[config.mk]
export PLATFORM = sky130hd
export DESIGN_NAME = dpm_power_ctrl
export DESIGN_NICKNAME = d
export VERILOG_FILES = /design/src/rtl/dpm_pkg.sv /design/src/rtl/dpm_pclk_div.sv /design/src/rtl/dpm_power_ctrl.sv
export SDC_FILE = /design/constraint.sdc
export NUM_CORES = 1
export LEC_CHECK = 0
export BUFFER_PORTS_ARGS = -buffer_cell sky130_fd_sc_hd__buf_2
export CAP_MARGIN = 20
export CORE_MARGIN = 5
export CORE_UTILIZATION = 40
export DETAILED_ROUTE_END_ITERATION = 8
export MAX_ROUTING_LAYER = met4
export PLACE_DENSITY_LB_ADDON = 0.3
export SETUP_SLACK_MARGIN = 0.02
export SLEW_MARGIN = 40
export SYNTH_ARGS = -nofsm -noshare
export SYNTH_HDL_FRONTEND = slang
export SYNTH_HIERARCHICAL = 1
export SYNTH_SLANG_ARGS = --single-unit
[constraint.sdc]
create_clock -name clk_sys -period 3.4 [get_ports clk_sys]
set_clock_uncertainty 0.15 [all_clocks]
set_input_delay 0.85 -clock clk_sys [delete_from_list [all_inputs] [get_ports clk_sys]]
set_output_delay 0.85 -clock clk_sys [all_outputs]
set_load 0.02 [all_outputs]
[src/rtl/dpm_pkg.sv]
package dpm_pkg;

    // ==================================================================
    // Timing constants
    // ==================================================================
    // Cycles the datapath clear routine holds the path in reset.
    localparam int unsigned        CLEAR_CYCLES     = 16;
    // Flush time after the end of a burst before clocks stop.
    localparam int unsigned        FLUSH_CYCLES     = 32;
    localparam logic [7:0]         CNT_RESET        = 8'h00;
    // Parallel data clock runs at the system clock divided by twice this (it toggles every this many cycles).
    localparam logic [3:0]         PCLK_HALF_PERIOD = 4'h4;

    // ==================================================================
    // Control register bit positions within control register 01h
    // ==================================================================
    localparam int unsigned        CTRL01_AUTO_PD_BIT = 2;
    localparam int unsigned        CTRL01_SLEEP_BIT   = 3;
    localparam logic [7:0]         CTRL01_RESET       = 8'h00;

    typedef enum logic [5:0] {
        DPM_RUN      = 6'h01,
        DPM_CLEAR    = 6'h02,
        DPM_DPD      = 6'h04,
        DPM_FLUSH    = 6'h08,
        DPM_AUTO_OFF = 6'h10,
        DPM_SLEEP    = 6'h20
    } dpm_state_t;

    typedef struct packed {
        logic clk_en;
        logic path_zero;
        logic cic_reset;
        logic analog_off;
    } dpm_ctrl_t;

endpackage

[src/rtl/dpm_pclk_div.sv]
`timescale 1ns/100ps
`default_nettype none

module dpm_pclk_div (
    input  wire logic clk_sys,
    input  wire logic rst,
    output var  logic pclk_q
);

    logic [3:0] cnt_q;
    logic       wrap;

    assign wrap = (cnt_q == dpm_pkg::PCLK_HALF_PERIOD - 4'h1);

    // The divider never looks at power state, so the clock keeps toggling.
    always_ff @(posedge clk_sys) begin
        if (rst) begin
            cnt_q  <= 4'h0;
            pclk_q <= 1'b0;
        end else begin
            cnt_q  <= wrap ? 4'h0 : cnt_q + 4'h1;
            pclk_q <= wrap ? ~pclk_q : pclk_q;
        end
    end

endmodule

`default_nettype wire

[src/rtl/dpm_power_ctrl.sv]
`timescale 1ns/100ps
`default_nettype none

// Summary of operation
// - Digital power-down pin high enters digital power-down, stopping processing clocks.
// - Pin returning low leaves power-down and restarts processing clocks.
// - Pin release together with transmit enable starts the burst correctly.
// - Entering power-down first runs datapath clear, then gates clocks, except when sleep is left with the pin still high.
// - Auto mode: after burst end, a timer flushes the path before clocks stop.
// - Clock synchronisation and parallel data clock keep running in power-down.
// - Transmit enable high restarts auto-stopped clocks immediately.
// - Control bit 01h<2> enables or disables automatic burst power-down.
// - Control bit 01h<3> enters full sleep, digital and analog off.
// - Control registers keep their contents throughout full sleep.
// - Clear routine ignores samples, zeros I and Q, holds CIC in reset.
// - Setting sleep runs the clear routine to completion before powering down, except from digital power-down, which enters sleep directly.

module dpm_power_ctrl (
    input  wire logic       clk_sys,
    input  wire logic       rst,
    input  wire logic       digital_powerdown_pin,
    input  wire logic       transmit_frame_enable,
    input  wire logic       ctrl_wr,
    input  wire logic [7:0] ctrl_wdata,
    input  wire logic       pll_lock,
    output var  logic [7:0] ctrl01_q,
    output var  logic       proc_clk_en_q,
    output var  logic       path_zero_q,
    output var  logic       cic_reset_q,
    output var  logic       analog_off_q,
    output var  logic       tx_accept_q,
    output var  logic       ready_q,
    output var  logic       parallel_data_clock
);

    // ==================================================================
    // Control register
    // ==================================================================
    logic auto_pd;
    logic sleep_req;

    // Register is only changed by reset and by writes, so sleep leaves it intact.
    always_ff @(posedge clk_sys) begin
        if (rst) begin
            ctrl01_q <= dpm_pkg::CTRL01_RESET;
        end else if (ctrl_wr) begin
            ctrl01_q <= ctrl_wdata;
        end
    end

    assign auto_pd   = ctrl01_q[dpm_pkg::CTRL01_AUTO_PD_BIT];
    assign sleep_req = ctrl01_q[dpm_pkg::CTRL01_SLEEP_BIT];

    // ==================================================================
    // Power state machine
    // ==================================================================
    dpm_pkg::dpm_state_t state_q;
    dpm_pkg::dpm_state_t state_d;
    logic [7:0]          cnt_q;
    logic [7:0]          cnt_d;
    logic                clear_done;
    logic                flush_done;
    logic                down_req;
    logic                tx_q;
    logic                burst_end;

    assign down_req   = digital_powerdown_pin | sleep_req;
    assign clear_done = (cnt_q == 8'(dpm_pkg::CLEAR_CYCLES - 1));
    assign flush_done = (cnt_q == 8'(dpm_pkg::FLUSH_CYCLES - 1));
    assign burst_end  = tx_q & ~transmit_frame_enable;

    always_comb begin
        state_d = state_q;
        cnt_d   = cnt_q + 8'h01;
        unique case (state_q)
            dpm_pkg::DPM_RUN: begin
                cnt_d = dpm_pkg::CNT_RESET;
                if (down_req) begin
                    state_d = dpm_pkg::DPM_CLEAR;
                end else if (auto_pd && burst_end) begin
                    state_d = dpm_pkg::DPM_FLUSH;
                end
            end
            dpm_pkg::DPM_CLEAR: begin
                if (clear_done) begin
                    cnt_d   = dpm_pkg::CNT_RESET;
                    state_d = sleep_req ? dpm_pkg::DPM_SLEEP : dpm_pkg::DPM_DPD;
                end
            end
            dpm_pkg::DPM_DPD: begin
                cnt_d = dpm_pkg::CNT_RESET;
                if (sleep_req) begin
                    state_d = dpm_pkg::DPM_SLEEP;
                end else if (!digital_powerdown_pin) begin
                    state_d = dpm_pkg::DPM_RUN;
                end
            end
            dpm_pkg::DPM_FLUSH: begin
                if (down_req) begin
                    cnt_d   = dpm_pkg::CNT_RESET;
                    state_d = dpm_pkg::DPM_CLEAR;
                end else if (transmit_frame_enable || !auto_pd) begin
                    state_d = dpm_pkg::DPM_RUN;
                end else if (flush_done) begin
                    state_d = dpm_pkg::DPM_AUTO_OFF;
                end
            end
            dpm_pkg::DPM_AUTO_OFF: begin
                cnt_d = dpm_pkg::CNT_RESET;
                if (down_req) begin
                    state_d = dpm_pkg::DPM_CLEAR;
                end else if (transmit_frame_enable || !auto_pd) begin
                    state_d = dpm_pkg::DPM_RUN;
                end
            end
            dpm_pkg::DPM_SLEEP: begin
                cnt_d = dpm_pkg::CNT_RESET;
                if (!sleep_req) begin
                    state_d = digital_powerdown_pin ? dpm_pkg::DPM_DPD : dpm_pkg::DPM_RUN;
                end
            end
        endcase
    end

    always_ff @(posedge clk_sys) begin
        if (rst) begin
            state_q <= dpm_pkg::DPM_RUN;
            cnt_q   <= dpm_pkg::CNT_RESET;
            tx_q    <= 1'b0;
        end else begin
            state_q <= state_d;
            cnt_q   <= cnt_d;
            tx_q    <= transmit_frame_enable;
        end
    end

    // ==================================================================
    // Output decode
    // ==================================================================
    dpm_pkg::dpm_ctrl_t ctrl_d;
    logic               running_d;
    logic               in_clear_d;
    logic               in_sleep_d;

    assign running_d  = (state_d == dpm_pkg::DPM_RUN) || (state_d == dpm_pkg::DPM_FLUSH);
    assign in_clear_d = (state_d == dpm_pkg::DPM_CLEAR);
    assign in_sleep_d = (state_d == dpm_pkg::DPM_SLEEP);

    // Fields in carrier order: clock enable, path zero, CIC reset, analog off.
    assign ctrl_d = {running_d | in_clear_d,
                     in_clear_d,
                     in_clear_d,
                     in_sleep_d};

    // Outputs follow the next state, so a release with transmit enable
    // high already has clocks running in the cycle the burst starts.
    always_ff @(posedge clk_sys) begin
        if (rst) begin
            proc_clk_en_q <= 1'b1;
            path_zero_q   <= 1'b0;
            cic_reset_q   <= 1'b0;
            analog_off_q  <= 1'b0;
            tx_accept_q   <= 1'b0;
            ready_q       <= 1'b1;
        end else begin
            proc_clk_en_q <= ctrl_d.clk_en;
            path_zero_q   <= ctrl_d.path_zero;
            cic_reset_q   <= ctrl_d.cic_reset;
            analog_off_q  <= ctrl_d.analog_off;
            tx_accept_q   <= running_d & transmit_frame_enable;
            ready_q       <= running_d;
        end
    end

    // ==================================================================
    // Parallel data clock
    // ==================================================================
    dpm_pclk_div u_pclk (
        .clk_sys (clk_sys),
        .rst     (rst),
        .pclk_q  (parallel_data_clock)
    );

    // ==================================================================
    // Checks
    // ==================================================================
    logic       pclk_prev_q;
    logic [4:0] still_q;
    logic [7:0] clear_len_q;

    // The edge history starts opposite to the divider's reset level, so the
    // restart after reset counts as an edge and the first half period is not
    // stretched by the reset cycle.
    always_ff @(posedge clk_sys) begin
        if (rst) begin
            pclk_prev_q <= 1'b1;
            still_q     <= 5'h00;
            clear_len_q <= 8'h00;
        end else begin
            pclk_prev_q <= parallel_data_clock;
            still_q     <= (parallel_data_clock != pclk_prev_q) ? 5'h00 : still_q + 5'h01;
            clear_len_q <= cic_reset_q ? clear_len_q + 8'h01 : 8'h00;
        end
    end

    a_pin_enters_clear: assert property (@(posedge clk_sys) disable iff (rst)
        (state_q == dpm_pkg::DPM_RUN) && digital_powerdown_pin |=> state_q == dpm_pkg::DPM_CLEAR)
        else $error("power-down pin did not start the clear routine");

    a_pin_release_run: assert property (@(posedge clk_sys) disable iff (rst)
        (state_q == dpm_pkg::DPM_DPD) && !digital_powerdown_pin && !sleep_req
        |=> state_q == dpm_pkg::DPM_RUN ##0 proc_clk_en_q)
        else $error("clocks did not restart after pin release");

    a_release_with_tx: assert property (@(posedge clk_sys) disable iff (rst)
        (state_q == dpm_pkg::DPM_DPD) && !digital_powerdown_pin && !sleep_req && transmit_frame_enable
        |=> tx_accept_q)
        else $error("burst lost on simultaneous release");

    a_clear_before_gate: assert property (@(posedge clk_sys) disable iff (rst)
        $rose(state_q == dpm_pkg::DPM_CLEAR) |-> (cic_reset_q && path_zero_q && proc_clk_en_q) [*8])
        else $error("clocks gated before clear finished");

    a_flush_timer: assert property (@(posedge clk_sys) disable iff (rst)
        $rose(state_q == dpm_pkg::DPM_AUTO_OFF) |-> $past(cnt_q) == 8'(dpm_pkg::FLUSH_CYCLES - 1))
        else $error("clocks stopped before flush timer expired");

    a_pclk_toggles: assert property (@(posedge clk_sys) disable iff (rst)
        still_q < 5'(dpm_pkg::PCLK_HALF_PERIOD))
        else $error("parallel data clock stopped");

    a_tx_restarts: assert property (@(posedge clk_sys) disable iff (rst)
        (state_q == dpm_pkg::DPM_AUTO_OFF) && transmit_frame_enable && !down_req
        |=> proc_clk_en_q && state_q == dpm_pkg::DPM_RUN)
        else $error("transmit enable did not restart clocks");

    a_sleep_analog: assert property (@(posedge clk_sys) disable iff (rst)
        state_q == dpm_pkg::DPM_SLEEP |-> analog_off_q && !proc_clk_en_q)
        else $error("sleep did not shut down sections");

    a_regs_kept: assert property (@(posedge clk_sys) disable iff (rst)
        analog_off_q && !ctrl_wr |=> $stable(ctrl01_q))
        else $error("control register lost in sleep");

    a_pin_holds_down: assert property (@(posedge clk_sys) disable iff (rst)
        (state_q == dpm_pkg::DPM_DPD) && digital_powerdown_pin |=> !proc_clk_en_q)
        else $error("device woke while pin high");

    // The clear strobes must stand for the whole routine, not merely start.
    a_clear_length: assert property (@(posedge clk_sys) disable iff (rst)
        $fell(cic_reset_q)
        |-> clear_len_q == 8'(dpm_pkg::CLEAR_CYCLES))
        else $error("clear routine cut short");

    a_clear_zeros_path: assert property (@(posedge clk_sys) disable iff (rst)
        state_q == dpm_pkg::DPM_CLEAR
        |-> path_zero_q && cic_reset_q)
        else $error("clear routine did not zero the path");

    a_no_stray_clear: assert property (@(posedge clk_sys) disable iff (rst)
        state_q != dpm_pkg::DPM_CLEAR
        |-> !path_zero_q && !cic_reset_q)
        else $error("path held clear outside the routine");

    a_sleep_after_clear: assert property (@(posedge clk_sys) disable iff (rst)
        $rose(state_q == dpm_pkg::DPM_SLEEP)
        |-> ($past(state_q) == dpm_pkg::DPM_CLEAR) || ($past(state_q) == dpm_pkg::DPM_DPD))
        else $error("sleep entered without a cleared path");

    a_dpd_clocks_off: assert property (@(posedge clk_sys) disable iff (rst)
        state_q == dpm_pkg::DPM_DPD
        |-> !proc_clk_en_q && !ready_q)
        else $error("clocks running in power-down");

    a_run_clocks_on: assert property (@(posedge clk_sys) disable iff (rst)
        state_q == dpm_pkg::DPM_RUN
        |-> proc_clk_en_q && ready_q)
        else $error("clocks stopped while running");

    a_flush_keeps_run: assert property (@(posedge clk_sys) disable iff (rst)
        state_q == dpm_pkg::DPM_FLUSH
        |-> proc_clk_en_q && ready_q)
        else $error("clocks stopped during flush");

    a_auto_off_gated: assert property (@(posedge clk_sys) disable iff (rst)
        state_q == dpm_pkg::DPM_AUTO_OFF
        |-> !proc_clk_en_q)
        else $error("clocks running after automatic stop");

    a_burst_end_flush: assert property (@(posedge clk_sys) disable iff (rst)
        (state_q == dpm_pkg::DPM_RUN) && auto_pd && burst_end && !down_req
        |=> state_q == dpm_pkg::DPM_FLUSH)
        else $error("burst end did not start the flush timer");

    a_auto_bit_off: assert property (@(posedge clk_sys) disable iff (rst)
        (state_q == dpm_pkg::DPM_RUN) && !auto_pd && !down_req
        |=> state_q == dpm_pkg::DPM_RUN)
        else $error("automatic stop ran while disabled");

    a_ctrl_write: assert property (@(posedge clk_sys) disable iff (rst)
        ctrl_wr
        |=> ctrl01_q == $past(ctrl_wdata))
        else $error("control write not taken");

    a_sleep_wakes: assert property (@(posedge clk_sys) disable iff (rst)
        (state_q == dpm_pkg::DPM_SLEEP) && !sleep_req && !digital_powerdown_pin
        |=> state_q == dpm_pkg::DPM_RUN ##0 !analog_off_q)
        else $error("device did not wake from sleep");

    a_tx_refused_down: assert property (@(posedge clk_sys) disable iff (rst)
        (state_q == dpm_pkg::DPM_DPD) || (state_q == dpm_pkg::DPM_CLEAR) || (state_q == dpm_pkg::DPM_SLEEP)
        |-> !tx_accept_q)
        else $error("burst accepted while powered down");

endmodule

`default_nettype wire

==> results.ini <==
[clock_tree]
cts-buffers-inserted = 5
cts.reportedPaths.clkPinSlew_ns = 0.06
post_cts_resized = 0
clock-sinks = 33
htree_num_levels = 2
clock_latency_ns = 0.28
cts_hold_buf = 0
cts_root_buf = clkbuf_8
post_cts_buffers = 0
clockBufferDepth = 2
cts_tree = built

[placement]
place_inst = 255
dpl.hpwl_um = 2620
port_buffers = 27
gp_congestion = 0.817
place_area_um2 = 1850

[yosys]
synth.area.top_cells = dfxtp_1, mux2i_1, nor2_1
ys_ff_latch = 33
synth-main-ff-cell = dfxtp_1
seq_area_frac_synth_pct = 38.6
synth_edf_count = 0
synth_top_area_share_pct = 38.6
yosysUniqueCellTypes = 54
syn_area_per_cell_um2 = 9.16
netlist_instances = 187
synth_area_um2 = 1710
yosysWarningCount = 6
syn_nets = 203
synth_top_area_cell = dfxtp_1
ys_async_sr_fraction_pct = 0

[critical_path]
cp-start-kind = flip-flop
rrSetupSlack_ns = 0.94
worstPathRequired_ns = 3.44
r2r-start = state_q[1]$_SDFF_PP0_
path_class = flip-flop to flip-flop
cp_max_fo = 11
arrival_ns = 2.50
timing.rr.end = ready_q$_SDFF_PP1_
worst_setup_path_end_kind = flip-flop
reg2regPathDepth = 5

[timing]
min_period_ns = 2.46
setup_viol = 0
hold_ws_ns = 0.330
tightest_slew_ns = 0.700
slew_headroom_pct = 52.8
fmax_mhz = 407
finalHoldViolCount = 0
fin_crit_sh_pct = 72.3
timing.setup.tns_ns = 0
slew_viol_final = 0
rsz0062_at_grt = no

[pwr]
power.net_switching_mw = 0.213
internal_power_mw = 0.692
p_leak_nw = 0.872
p_per_area_nw_per_um2 = 460
vdd_drop_max_uv = 299
switching_share_pct = 23.5
pwr-share-seq_pct = 46.5
combPwrFrac_pct = 12.4
p_clk_share_pct = 41.1

[global_routing]
grt_pass1_vias = 1298
grt-ovfl-total = 0
antenna_found_initial = 0
grt_usage_pct = 14.2
grt_pass1_wl_um = 6080
grt_max_degree = 31

[finish]
area_delta_synth_final_pct = 14.8
final_util_pct = 48.1
final_area_um2 = 1970
drive_gt1_share_pct = 23.5
n_antenna_cell = 0
final-instance-count-excl-fill = 263
fin_nets = 228

[floorplanning]
chipWidth_um = 75.4
coreArea_um2 = 4090
start_util_pct = 41.9
dieArea_um2 = 5690
floorplan.rows = 23
die_y_um = 75.4
ioPinCount = 29

[drt]
drt_wl_total_um = 3630
drt-initial-drc-count = 192
drc = 0
vias = 1433
postRouteAntennaNets = 0
wire_per_inst_um = 13.8
avgViaCountPerCell = 5.45
drtPass1Iterations = 4

[hold_path]
min_from = u_pclk/cnt_q[0]$_SDFF_PP0_
min_path_cells = 1
hold_end = u_pclk/cnt_q[0]$_SDFF_PP0_
hp-class = flip-flop to flip-flop

[run_status]
status = completed

[run]
drv_cap = 0

power groups by stage:
stage                     sequential (mW)  clock (mW)  combinational (mW)
after floorplan                     0.436           0              0.0730
after global placement              0.429           0               0.112
after detailed placement            0.429           0               0.112
after CTS                           0.421       0.383               0.113
after global routing                0.423       0.401               0.124
final                               0.421       0.372               0.112
flip-flops by register name (all words and copies together) (netlist names):
signal         cells
u_pclk/cnt_q       4
tx_q               1
u_pclk/pclk_q      1
cnt_q              8
ready_q            1
cic_reset_q        1
analog_off_q       1
state_q            6
proc_clk_en_q      1
ctrl01_q           8
tx_accept_q        1
cell usage after synthesis, types with 4 or more instances:
master    number
dfxtp_1       33
nor2_1        21
nor3_1        15
nand2_1       11
mux2i_1        8
xor2_1         8
nand2b_1       5
nand3_1        5
nor2b_1        5
and3_1         4
or2_2          4
worst max-delay path, cell delays in order, from the launching register on:
cell and delay, ns:
dfxtp_1 0.60, nor4b_2 0.47, a211oi_1 0.10, o21ai_0 0.58, o211ai_1 0.23, o31ai_1 0.23
layout make-up:
cell class / count / area, µm²
Timing Repair Buffer: 27 / 135
Inverter: 3 / 11.3
Multi-Input combinational cell: 142 / 981
Clock buffer: 7 / 86.3
Sequential cell: 33 / 661
Fill cell: 403 / 2120
Clock inverter: 1 / 30.0
Tap cell: 50 / 62.6
worst max-delay path by stage:
stage                                      from                 endpoint  slack, ns  cells past startpoint
after global placement    transmit_frame_enable       ready_q$_SDFF_PP1_       0.78                      7
after CTS                 state_q[1]$_SDFF_PP0_       ready_q$_SDFF_PP1_       1.00                      6
after detailed placement  transmit_frame_enable       ready_q$_SDFF_PP1_       0.82                      7
after global routing      state_q[4]$_SDFF_PP0_  analog_off_q$_SDFF_PP0_       0.76                      5
final                     state_q[1]$_SDFF_PP0_       ready_q$_SDFF_PP1_       0.94                      5
after floorplan           transmit_frame_enable       ready_q$_SDFF_PP1_       1.08                      6
cell families after synthesis:
group	share of synthesized area, %
simple gates	31.4
flops	38.6
compound gates	13.3
buf+inv	4.16
xor+xnor	5.11
mux	5.99
fa+ha+maj	1.46
per-stage QoR:
step	setup WS (ns)	total power [mW]
final	0.941	0.905
after CTS	1.00	0.917
after floorplan	1.08	0.509
after detailed placement	0.817	0.541
after global placement	0.781	0.540
after global routing	0.758	0.948
metal layers:
| metal | GRT usage, % | wire length [µm] |
|---|---|---|
| met4 | 5.83 | 62 |
| met3 | 2.77 | 141 |
| met2 | 20.5 | 1600 |
| met1 | 19.4 | 1820 |
| met5 | - | 0 |
cell usage in the layout (no fill, tap or decap), types with 2 or more instances in the layout:
| master | netlist | routed |
|---|---|---|
| nand3b_1 | 2 | 2 |
| a31oi_1 | 2 | 2 |
| a32oi_1 | 2 | 2 |
| nor4_1 | 3 | 3 |
| and3_1 | 4 | 4 |
| o21ai_0 | 3 | 3 |
| nor3b_1 | 2 | 2 |
| nor2b_1 | 5 | 5 |
| o211a_1 | 2 | 2 |
| nand4_1 | 2 | 2 |
| mux2i_1 | 8 | 8 |
| ha_1 | 2 | 2 |
| nor3_1 | 15 | 15 |
| a211oi_1 | 2 | 2 |
| dfxtp_1 | 33 | 33 |
| and4b_1 | 2 | 2 |
| inv_1 | 3 | 3 |
| nand3_1 | 5 | 5 |
| xor2_1 | 8 | 8 |
| nand2b_1 | 5 | 5 |
| nor2_1 | 21 | 21 |
| clkbuf_8 | 0 | 6 |
| a21oi_1 | 3 | 3 |
| nand2_1 | 11 | 11 |
| o211ai_1 | 2 | 2 |
| o21bai_1 | 2 | 2 |
| buf_2 | 0 | 27 |
| or2_2 | 4 | 4 |
| xnor2_1 | 2 | 2 |
Power figures use the tool's default switching activity.
